### src/pkg/mcb_pkg.sv
// package of the modulator configuration register bank: offsets, reset values,
// serial frame layout, state type and the address decoder.
// assumes: imported whole by every design file of the bank.
package mcb_pkg;

  // serial frame: r/w bit, 7 address bits, 16 data bits, msb first
  localparam int MCB_FRAME_BITS = 24;
  localparam logic [4:0] MCB_CNT_ADDR_DONE = 5'h08;
  localparam logic [4:0] MCB_CNT_FRAME_DONE = 5'h18;
  // least sclk high and low time, in clk_sys_i cycles
  localparam int MCB_SCLK_MIN_HALF_CYC = 4;

  // directly held registers
  localparam logic [6:0] MCB_OFS_SOFT_RESET = 7'h00;
  localparam logic [6:0] MCB_OFS_BLOCK_ENABLE = 7'h01;
  localparam logic [15:0] MCB_RST_SOFT_RESET = 16'h0000;
  localparam logic [15:0] MCB_RST_BLOCK_ENABLE = 16'hF67F;
  localparam int MCB_SOFT_RESET_BIT = 0;

  // block enable bit positions
  localparam int MCB_BIT_LO_SINGLE_OSC = 11;
  localparam int MCB_BIT_MOD_CHAIN = 10;
  localparam int MCB_BIT_QUAD_DIV = 9;
  localparam int MCB_BIT_EXT_LO_DOUBLE = 8;
  localparam int MCB_BIT_EXT_LO_SINGLE = 7;
  localparam int MCB_BIT_OSC_MUX = 6;
  localparam int MCB_BIT_REF_BUF = 5;
  localparam int MCB_BIT_OSC = 4;
  localparam int MCB_BIT_OSC_DIV = 3;
  localparam int MCB_BIT_CHARGE_PUMP = 2;
  localparam int MCB_BIT_OSC_REG = 1;

  // memory slots, in this order: pll integer divider, pll fraction, pll modulus,
  // enable gate, charge pump, phase detector, oscillator, balun, linearity,
  // phase tuning, offset tuning, detector pump timing, dither, dither seed,
  // band select, calibration sets
  localparam int MCB_MEM_DEPTH = 16;
  localparam logic [6:0] MCB_SLOT_OFS [MCB_MEM_DEPTH] = '{
    7'h02, 7'h03, 7'h04, 7'h10, 7'h20, 7'h21, 7'h22, 7'h30,
    7'h31, 7'h32, 7'h33, 7'h40, 7'h42, 7'h43, 7'h45, 7'h49};
  localparam logic [15:0] MCB_SLOT_RST [MCB_MEM_DEPTH] = '{
    16'h002C, 16'h0128, 16'h0600, 16'hF67F, 16'h0C26, 16'h000B, 16'h2A03, 16'h0000,
    16'h1101, 16'h0900, 16'h0000, 16'h0010, 16'h000E, 16'h0000, 16'h0000, 16'h16BD};

  // frame state, gray coded along idle, addr, data, done
  typedef enum logic [1:0] {
    MCB_IDLE = 2'h0,
    MCB_ADDR = 2'h1,
    MCB_DATA = 2'h3,
    MCB_DONE = 2'h2
  } mcb_state_t;

  // address to memory slot: bit 4 is the hit flag, bits 3:0 the slot
  function automatic logic [4:0] mcb_slot(input logic [6:0] addr);
    logic [4:0] res;
    res = 5'h00;
    for (int i = 0; i < MCB_MEM_DEPTH; i++) begin
      if (MCB_SLOT_OFS[i] == addr) begin
        res = {1'b1, 4'(i)};
      end
    end
    return res;
  endfunction

endpackage

### src/verilog/mcb_reg_bank.sv
// top of the modulator configuration register bank: three-wire serial access,
// soft reset, block enable register and the plain configuration memory.
// assumes: serial pins synchronous to clk_sys_i, sclk half periods of at least
// four clk_sys_i cycles, the pad combines sdio_o and sdio_oe_o with sdio_i.
//
// How it works
// - The soft reset control sits at address 0x00 and reads back 0x0000.
// - Only bit 0 of the soft reset word acts, it is write only, bits 15 to 1 do nothing.
// - The block enable word sits at 0x01, is read-write and comes up as 0xF67F.
// - Bit 11 turns on the single-rate LO path from the internal oscillator, off after reset.
// - Bit 10 turns on the modulator and its LO drive chain, on after reset.
// - Bit 9 turns on the quadrature divider for double-rate LO use, on after reset.
// - Bit 8 turns on the external double-rate LO driver ahead of the divider, off after reset.
// - Bit 7 turns on the external single-rate LO driver after the divider, off after reset.
// - Bits 6 to 1 enable mux, reference buffer, oscillators, dividers, pump, regulator, all on.
`timescale 1ns/1ns
`default_nettype none
module mcb_reg_bank import mcb_pkg::*; (
  // clock and reset
  input wire logic clk_sys_i,
  input wire logic rst_i,
  // three-wire serial port
  input wire logic sclk_i,
  input wire logic csb_n_i,
  input wire logic sdio_i,
  output logic sdio_o,
  output logic sdio_oe_o,
  // block enables
  output logic lo_single_rate_from_osc_enable_o,
  output logic modulator_chain_enable_o,
  output logic quad_divider_enable_o,
  output logic ext_lo_double_rate_driver_enable_o,
  output logic ext_lo_single_rate_driver_enable_o,
  output logic oscillator_mux_enable_o,
  output logic reference_buffer_enable_o,
  output logic oscillator_enable_o,
  output logic oscillator_divider_enable_o,
  output logic charge_pump_enable_o,
  output logic oscillator_regulator_enable_o,
  // soft reset pulse
  output logic soft_reset_o
);

  // front end view
  logic sclk_rise;
  logic sclk_fall;
  logic [4:0] bit_cnt;
  logic [23:0] shift_w;

  // frame state
  mcb_state_t state_reg;
  mcb_state_t state_next;
  logic rw_reg;
  logic [6:0] addr_reg;
  logic load_reg;

  // read back shifter and pin drivers
  logic [15:0] shout_reg;
  logic [15:0] shout_next;
  logic sdio_reg;
  logic sdio_next;
  logic sdio_oe_reg;
  logic sdio_oe_next;

  // control registers
  logic soft_rst_reg;
  logic [15:0] block_enable_reg;
  logic [15:0] block_enable_next;

  // memory ports
  logic [15:0] mem_rdata;

  // serial front end
  mcb_spi_shift u_shift (
    .clk_sys_i(clk_sys_i),
    .rst_i(rst_i),
    .sclk_i(sclk_i),
    .csb_n_i(csb_n_i),
    .sdio_i(sdio_i),
    .sclk_rise_o(sclk_rise),
    .sclk_fall_o(sclk_fall),
    .bit_cnt_o(bit_cnt),
    .shift_o(shift_w)
  );

  // frame decode
  wire logic addr_done = (bit_cnt == MCB_CNT_ADDR_DONE);
  wire logic frame_done = (bit_cnt == MCB_CNT_FRAME_DONE);
  wire logic frame_rd = shift_w[7];
  wire logic [6:0] frame_addr = shift_w[6:0];
  wire logic [15:0] frame_data = shift_w[15:0];
  wire logic [4:0] new_slot = mcb_slot(frame_addr);
  wire logic [4:0] cur_slot = mcb_slot(addr_reg);

  // write and read strobes, one cycle each
  wire logic wr_frame = (state_reg == MCB_DATA) && frame_done && !rw_reg;
  wire logic wr_soft = wr_frame && (addr_reg == MCB_OFS_SOFT_RESET)
                       && frame_data[MCB_SOFT_RESET_BIT];
  wire logic wr_enable = wr_frame && (addr_reg == MCB_OFS_BLOCK_ENABLE);
  wire logic wr_mem = wr_frame && cur_slot[4];
  wire logic rd_start = (state_reg == MCB_ADDR) && addr_done && frame_rd;
  wire logic rd_mem = rd_start && new_slot[4];

  // read data select; soft reset and unmapped addresses read zero
  wire logic [15:0] rd_word =
    (addr_reg == MCB_OFS_SOFT_RESET) ? MCB_RST_SOFT_RESET :
    (addr_reg == MCB_OFS_BLOCK_ENABLE) ? block_enable_reg :
    cur_slot[4] ? mem_rdata : 16'h0000;

  // plain configuration registers
  mcb_reg_mem u_mem (
    .clk_sys_i(clk_sys_i),
    .rst_i(rst_i),
    .clear_i(soft_rst_reg),
    .wr_en_i(wr_mem),
    .wr_idx_i(cur_slot[3:0]),
    .wr_data_i(frame_data),
    .rd_en_i(rd_mem),
    .rd_idx_i(new_slot[3:0]),
    .rd_data_o(mem_rdata)
  );

  // frame state sequence; chip select high always returns to idle
  always_comb begin
    state_next = state_reg;
    case (state_reg)
      MCB_IDLE: begin
        if (!csb_n_i) begin
          state_next = MCB_ADDR;
        end
      end
      MCB_ADDR: begin
        if (addr_done) begin
          state_next = MCB_DATA;
        end
      end
      MCB_DATA: begin
        if (frame_done) begin
          state_next = MCB_DONE;
        end
      end
      MCB_DONE: begin
        state_next = MCB_DONE;
      end
      default: begin
        state_next = MCB_IDLE;
      end
    endcase
    if (csb_n_i) begin
      state_next = MCB_IDLE;
    end
  end

  // read back: load first, then one bit per falling sclk edge
  assign shout_next = load_reg ? rd_word :
                      (sclk_fall && rw_reg && state_reg == MCB_DATA) ? {shout_reg[14:0], 1'b0} :
                      shout_reg;
  assign sdio_next = (!load_reg && sclk_fall && rw_reg && state_reg == MCB_DATA) ? shout_reg[15] :
                     (csb_n_i ? 1'b0 : sdio_reg);
  assign sdio_oe_next = csb_n_i ? 1'b0 :
                        (!load_reg && sclk_fall && rw_reg && state_reg == MCB_DATA) ? 1'b1 :
                        sdio_oe_reg;

  // block enable word: written by the frame, reloaded by either reset
  assign block_enable_next = wr_enable ? frame_data : block_enable_reg;

  // frame control registers
  always_ff @(posedge clk_sys_i) begin
    if (rst_i) begin
      state_reg <= MCB_IDLE;
      rw_reg <= 1'b0;
      addr_reg <= 7'h00;
      load_reg <= 1'b0;
    end else begin
      state_reg <= state_next;
      if ((state_reg == MCB_ADDR) && addr_done) begin
        rw_reg <= frame_rd;
        addr_reg <= frame_addr;
      end
      load_reg <= rd_start;
    end
  end

  // pin drivers and read shifter
  always_ff @(posedge clk_sys_i) begin
    if (rst_i) begin
      shout_reg <= 16'h0000;
      sdio_reg <= 1'b0;
      sdio_oe_reg <= 1'b0;
    end else begin
      shout_reg <= shout_next;
      sdio_reg <= sdio_next;
      sdio_oe_reg <= sdio_oe_next;
    end
  end

  // soft reset pulse clears itself the next cycle
  always_ff @(posedge clk_sys_i) begin
    if (rst_i) begin
      soft_rst_reg <= 1'b0;
    end else begin
      soft_rst_reg <= wr_soft;
    end
  end

  // block enable register
  always_ff @(posedge clk_sys_i) begin
    if (rst_i || soft_rst_reg) begin
      block_enable_reg <= MCB_RST_BLOCK_ENABLE;
    end else begin
      block_enable_reg <= block_enable_next;
    end
  end

  // outputs, each a flip-flop bit
  assign sdio_o = sdio_reg;
  assign sdio_oe_o = sdio_oe_reg;
  assign soft_reset_o = soft_rst_reg;
  assign lo_single_rate_from_osc_enable_o = block_enable_reg[MCB_BIT_LO_SINGLE_OSC];
  assign modulator_chain_enable_o = block_enable_reg[MCB_BIT_MOD_CHAIN];
  assign quad_divider_enable_o = block_enable_reg[MCB_BIT_QUAD_DIV];
  assign ext_lo_double_rate_driver_enable_o = block_enable_reg[MCB_BIT_EXT_LO_DOUBLE];
  assign ext_lo_single_rate_driver_enable_o = block_enable_reg[MCB_BIT_EXT_LO_SINGLE];
  // synthesizer support enables
  assign oscillator_mux_enable_o = block_enable_reg[MCB_BIT_OSC_MUX];
  assign reference_buffer_enable_o = block_enable_reg[MCB_BIT_REF_BUF];
  assign oscillator_enable_o = block_enable_reg[MCB_BIT_OSC];
  assign oscillator_divider_enable_o = block_enable_reg[MCB_BIT_OSC_DIV];
  assign charge_pump_enable_o = block_enable_reg[MCB_BIT_CHARGE_PUMP];
  assign oscillator_regulator_enable_o = block_enable_reg[MCB_BIT_OSC_REG];
endmodule // mcb_reg_bank
`default_nettype wire

### src/verilog/mcb_reg_mem.sv
// memory of the sixteen plain configuration registers with registered read data.
// assumes: one write and one read per cycle; clear_i reloads every default.
`timescale 1ns/1ns
`default_nettype none
module mcb_reg_mem import mcb_pkg::*; (
  // clock and reset
  input wire logic clk_sys_i,
  input wire logic rst_i,
  input wire logic clear_i,
  // write port
  input wire logic wr_en_i,
  input wire logic [3:0] wr_idx_i,
  input wire logic [15:0] wr_data_i,
  // read port
  input wire logic rd_en_i,
  input wire logic [3:0] rd_idx_i,
  output logic [15:0] rd_data_o
);

  logic [15:0] mem_reg [MCB_MEM_DEPTH];
  logic [15:0] rd_data_reg;

  assign rd_data_o = rd_data_reg;

  // storage, reloaded with defaults on either reset
  always_ff @(posedge clk_sys_i) begin
    if (rst_i || clear_i) begin
      for (int i = 0; i < MCB_MEM_DEPTH; i++) begin
        mem_reg[i] <= MCB_SLOT_RST[i];
      end
      rd_data_reg <= 16'h0000;
    end else begin
      if (wr_en_i) begin
        mem_reg[wr_idx_i] <= wr_data_i;
      end
      if (rd_en_i) begin
        rd_data_reg <= mem_reg[rd_idx_i];
      end
    end
  end

endmodule // mcb_reg_mem
`default_nettype wire

### src/verilog/mcb_spi_shift.sv
// serial port front end: sclk edge detection, bit counter and input shifter.
// assumes: pins synchronous to clk_sys_i, sclk idle low, each sclk half period
// at least four clk_sys_i cycles.
`timescale 1ns/1ns
`default_nettype none
module mcb_spi_shift import mcb_pkg::*; (
  // clock and reset
  input wire logic clk_sys_i,
  input wire logic rst_i,
  // serial pins
  input wire logic sclk_i,
  input wire logic csb_n_i,
  input wire logic sdio_i,
  // frame view
  output logic sclk_rise_o,
  output logic sclk_fall_o,
  output logic [4:0] bit_cnt_o,
  output logic [23:0] shift_o
);

  logic sclk_d_reg;
  logic [4:0] cnt_reg;
  logic [4:0] cnt_next;
  logic [23:0] sh_reg;
  logic [23:0] sh_next;
  logic take;

  // edges count only inside a frame; bits past the frame are dropped
  assign sclk_rise_o = sclk_i & ~sclk_d_reg & ~csb_n_i;
  assign sclk_fall_o = ~sclk_i & sclk_d_reg & ~csb_n_i;
  assign take = sclk_rise_o && (cnt_reg != MCB_CNT_FRAME_DONE);
  assign cnt_next = csb_n_i ? 5'h00 : (take ? 5'(cnt_reg + 5'h01) : cnt_reg);
  assign sh_next = take ? {sh_reg[22:0], sdio_i} : sh_reg;
  assign bit_cnt_o = cnt_reg;
  assign shift_o = sh_reg;

  // edge history, counter and shifter
  always_ff @(posedge clk_sys_i) begin
    if (rst_i) begin
      sclk_d_reg <= 1'b0;
      cnt_reg <= 5'h00;
      sh_reg <= 24'h000000;
    end else begin
      sclk_d_reg <= sclk_i;
      cnt_reg <= cnt_next;
      sh_reg <= sh_next;
    end
  end

endmodule // mcb_spi_shift
`default_nettype wire
### config.mk
export PLATFORM = sky130hd
export DESIGN_NAME = mcb_reg_bank
export DESIGN_NICKNAME = d
export VERILOG_FILES = /design/src/pkg/mcb_pkg.sv /design/src/verilog/mcb_reg_bank.sv /design/src/verilog/mcb_reg_mem.sv /design/src/verilog/mcb_spi_shift.sv
export SDC_FILE = /design/constraint.sdc
export NUM_CORES = 1
export LEC_CHECK = 0
export BUFFER_PORTS_ARGS = -buffer_cell sky130_fd_sc_hd__buf_2
export CAP_MARGIN = 20
export CORE_MARGIN = 10
export CORE_UTILIZATION = 26
export CTS_CLUSTER_DIAMETER = 120
export DETAILED_ROUTE_END_ITERATION = 10
export GPL_TIMING_DRIVEN = 0
export PLACE_DENSITY = 0.44
export SYNTH_ARGS = -nofsm -noshare
export SYNTH_HDL_FRONTEND = slang
export SYNTH_SLANG_ARGS = --single-unit
### constraint.sdc
create_clock -name clk_sys_i -period 3.9 [get_ports clk_sys_i]
set_input_delay 0.195 -clock clk_sys_i [delete_from_list [all_inputs] [get_ports clk_sys_i]]
set_output_delay 0.195 -clock clk_sys_i [all_outputs]
set_load 0.02 [all_outputs]
==> run_results.csv <==
group,metric,value,unit
status,status,"completed",
finish,syn_to_final_growth,16.6,%
finish,fin_util,30.6,%
cts,cts_root_buffer,"clkbuf_16",
sta,clock.fmax,280,MHz
pwr,peakVddDrop,0.224,mV
global_routing,overflow,0,
sta,relSlewSlack,26.4,%
finish,diodes,0,
cts,clock-sinks,340,
worst_setup_path,timing.rr.end,"u_mem.mem_reg[8][0]",
synth,syn_inst,1380,
worst_setup_path,r2r-start,"u_shift.bit_cnt_o[0]",
finish,drive_above_1_share,12.2,%
run,drv_cap,0,
synth,yosysWarningCount,0,
worst_setup_path,ff2ff_path_depth,9,
worst_setup_path,cp.buffers_inverters,2,
global_routing,grt_max_degree,17,
routing,vias,11100,
sta,hold_violations,0,
worst_setup_path,cp_cell_sequence,"inv_1 > ha_1 > and3b_1 > nand2_1 > or3_1 > nor2_2 > nand3_1 > clkbuf_1 > o21ai_2",
pwr,clockPowerShare,46.6,%
die,fp-row-count,90,
die,io_pins,19,
synth,yosysSeqAreaShare,59.0,%
worst_setup_path,slowest_stage,"o21ai_2",
sta,tightest_slew,1.10,ns
sta,finClkSkew,0.0228,ns
pwr,p_int,6.36,mW
sta,setup_viol,0,
cts,htree_num_levels,2,
finish,layout_commonest_cell,"edfxtp_1",
sta,finalCritPeriodShare,91.6,%
worst_hold_path,hp-start,"sclk_i",
die,fp.dieW,267,microns
pwr,p_sw_share,21.9,%
worst_hold_path,whs_path_depth,3,
sta,final.min_clock_period,3.57,ns
cts,insertion_delay,0.57,ns
worst_setup_path,critical_path_required,4.07,ns
routing,via_per_inst,4.89,
synth,ys_seq_elements,340,
sta,rsz0062_at_grt,"false",
worst_setup_path,startpoint_type,"flip-flop",
place,hpwl,38000,microns
place,gp_congestion,0.994,
worst_setup_path,critPathMaxFanout,16,
synth,async_flop_share,0,%
sta,fin_setup_tns,0,ns
pwr,switchingPower,1.78,mW
pwr,p_leak,6.29,nW
die,core_area,0.0605,sq mm
finish,filler_cell_count,6130,
cts,path_clk_slew,0.05,ns
sta,slew_violations,0,
finish,final_cell_mix,"edfxtp_1, and2_1, nand2_1, mux2i_1, clkbuf_1",
synth,synth_area,0.0159,sq mm
synth,synthesis.nets,1387,
die,die_h,267,microns
global_routing,grt_usage,15.0,%
worst_setup_path,crit_type,"flip-flop to flip-flop",
sta,setup_slack,0.328,ns
global_routing,grt_pass1_vias,11000,
routing,wl,53800,microns
synth,synth.avg_cell_area,11.5,sq um
place,place_ws,0.310,ns
pwr,fin_total_pwr,8.14,mW
pwr,comb_power_share,3.6,%
routing,first_pass_iters,5,
cts,cts_tree,"built",
cts,cts_setup_buffers,0,
cts,cts_max_path_buffers,3,
synth,synth_edf_count,256,
worst_setup_path,path_delay_family,"simple AND/OR/NAND/NOR gates",
worst_setup_path,cp.arrival,3.74,ns
routing,antenna_left,0,
worst_hold_path,holdPathEnd,"u_shift.sclk_d_reg",
pwr,power_density,439,mW/mm^2
synth,synthFlopType,"edfxtp_1",
global_routing,grt_antenna_before_repair,5,
routing,drc,0,
place,port_buffers,18,
worst_setup_path,slowest_delay,0.83,ns
finish,largest_register_ff_count,256,
die,dieArea,0.0714,sq mm
worst_setup_path,r2r_setup_slack,0.33,ns
routing,wire_per_inst,23.7,microns
worst_setup_path,crit_path_end_kind,"flip-flop",
global_routing,grt_pass1_wl,77600,microns
worst_hold_path,hold_path_class,"input port to flip-flop",
pwr,p_seq_share,49.8,%
die,initial_utilization,26.3,%
synth,yosysUniqueCellTypes,67,
finish,nNetsFinal,1463,
cts,numCtsBuffers,40,
routing,drtIter0Drc,820,
-- synthesized netlist by cell type (6+ instances only) --
master / number / area share [%]
a211o_1: 17 / 0.94
a211oi_1: 44 / 2.1
a21oi_1: 52 / 1.6
a311oi_1: 15 / 0.83
and2_1: 195 / 7.7
buf_2: 21 / 0.66
buf_6: 10 / 0.71
clkbuf_1: 84 / 2.0
dfxtp_1: 84 / 11
edfxtp_1: 256 / 48
inv_1: 9 / 0.21
mux2_2: 16 / 1.1
mux2i_1: 99 / 6.2
nand2_1: 136 / 3.2
nand3_1: 30 / 0.94
nor2_1: 59 / 1.4
nor2b_1: 21 / 0.83
nor3_1: 28 / 0.88
o211ai_1: 16 / 0.76
o21ai_0: 21 / 0.66
o22ai_1: 32 / 1.3
or3_1: 46 / 1.8
xor2_1: 6 / 0.33
-- layer usage --
layer  routed length (microns)  GRT usage, %
met1                     23600          19.2
met2                     25600          24.7
met3                      3070          3.21
met4                      1480          4.65
met5                       117          1.28
-- how the worst max path moves through the flow --
stage	from	endpoint	slack (ns)	cells past startpoint
global route	u_shift.bit_cnt_o[0]	u_mem.mem_reg[8][0]	0.09	9
CTS	u_shift.bit_cnt_o[0]	u_mem.mem_reg[8][0]	0.32	9
finish	u_shift.bit_cnt_o[0]	u_mem.mem_reg[8][0]	0.33	9
global placement	u_shift.bit_cnt_o[0]	u_mem.mem_reg[11][10]	-0.98	9
detailed placement	u_shift.bit_cnt_o[0]	u_mem.mem_reg[8][9]	0.31	9
floorplan	u_shift.bit_cnt_o[0]	u_mem.mem_reg[0][0]	0.53	10
-- through the flow --
step | instance area, sq um | hold WS, ns | std cells
after CTS | 18500 | 0.420 | 2269
final | 18500 | 0.436 | 2269
after detailed placement | 17200 | 0.450 | 2192
after global placement | 17000 | 0.448 | 2180
after floorplan | 15900 | 0.323 | 1380
after global routing | 18500 | 0.461 | 2269
-- cells by family after synthesis --
family	count (synthesis)	synth area share, %
simple gates	558	19.1
flops	340	59.0
compound gates	216	9.35
xor+xnor	11	0.606
buf+inv	137	4.42
mux	115	7.37
fa+ha+maj	3	0.220
-- worst reg2reg max path, cell delays in order, from the launching register on --
cell and delay [ns]:
dfxtp_1 0.35, inv_1 0.07, ha_1 0.14, and3b_1 0.18, nand2_1 0.12, or3_1 0.42
nor2_2 0.21, nand3_1 0.43, clkbuf_1 0.44, o21ai_2 0.83
-- area by class of cell --
type                       count  area [sq um]  area share [%]
inverter                       9          33.8           0.182
tap                          782           978            5.28
sequential                   340          9370            50.6
clock inverter                 9           103           0.554
clock buffer                  64          1200            6.49
buffer                       128           668            3.61
multi-input combinational    903          5880            31.7
timing repair buffer          34           299            1.61
-- repair_timing --
| item | in CTS | in global routing |
|---|---|---|
| resized for setup | 0 | 0 |
| hold endpoints to repair | 6 | 0 |
| hold buffers | 4 | 0 |
| endpoints found under the setup margin | 0 | 0 |
-- power groups by stage --
| stage | Sequential [mW] | Combinational, mW | Clock, mW |
|---|---|---|---|
| after CTS | 4.05 | 0.299 | 3.85 |
| after detailed placement | 4.13 | 0.296 | 0 |
| after floorplan | 4.12 | 0.172 | 0 |
| final | 4.05 | 0.294 | 3.79 |
| after global placement | 4.13 | 0.275 | 0 |
| after global routing | 4.06 | 0.316 | 4.01 |
Note: power is estimated with default switching activity, not from simulation.
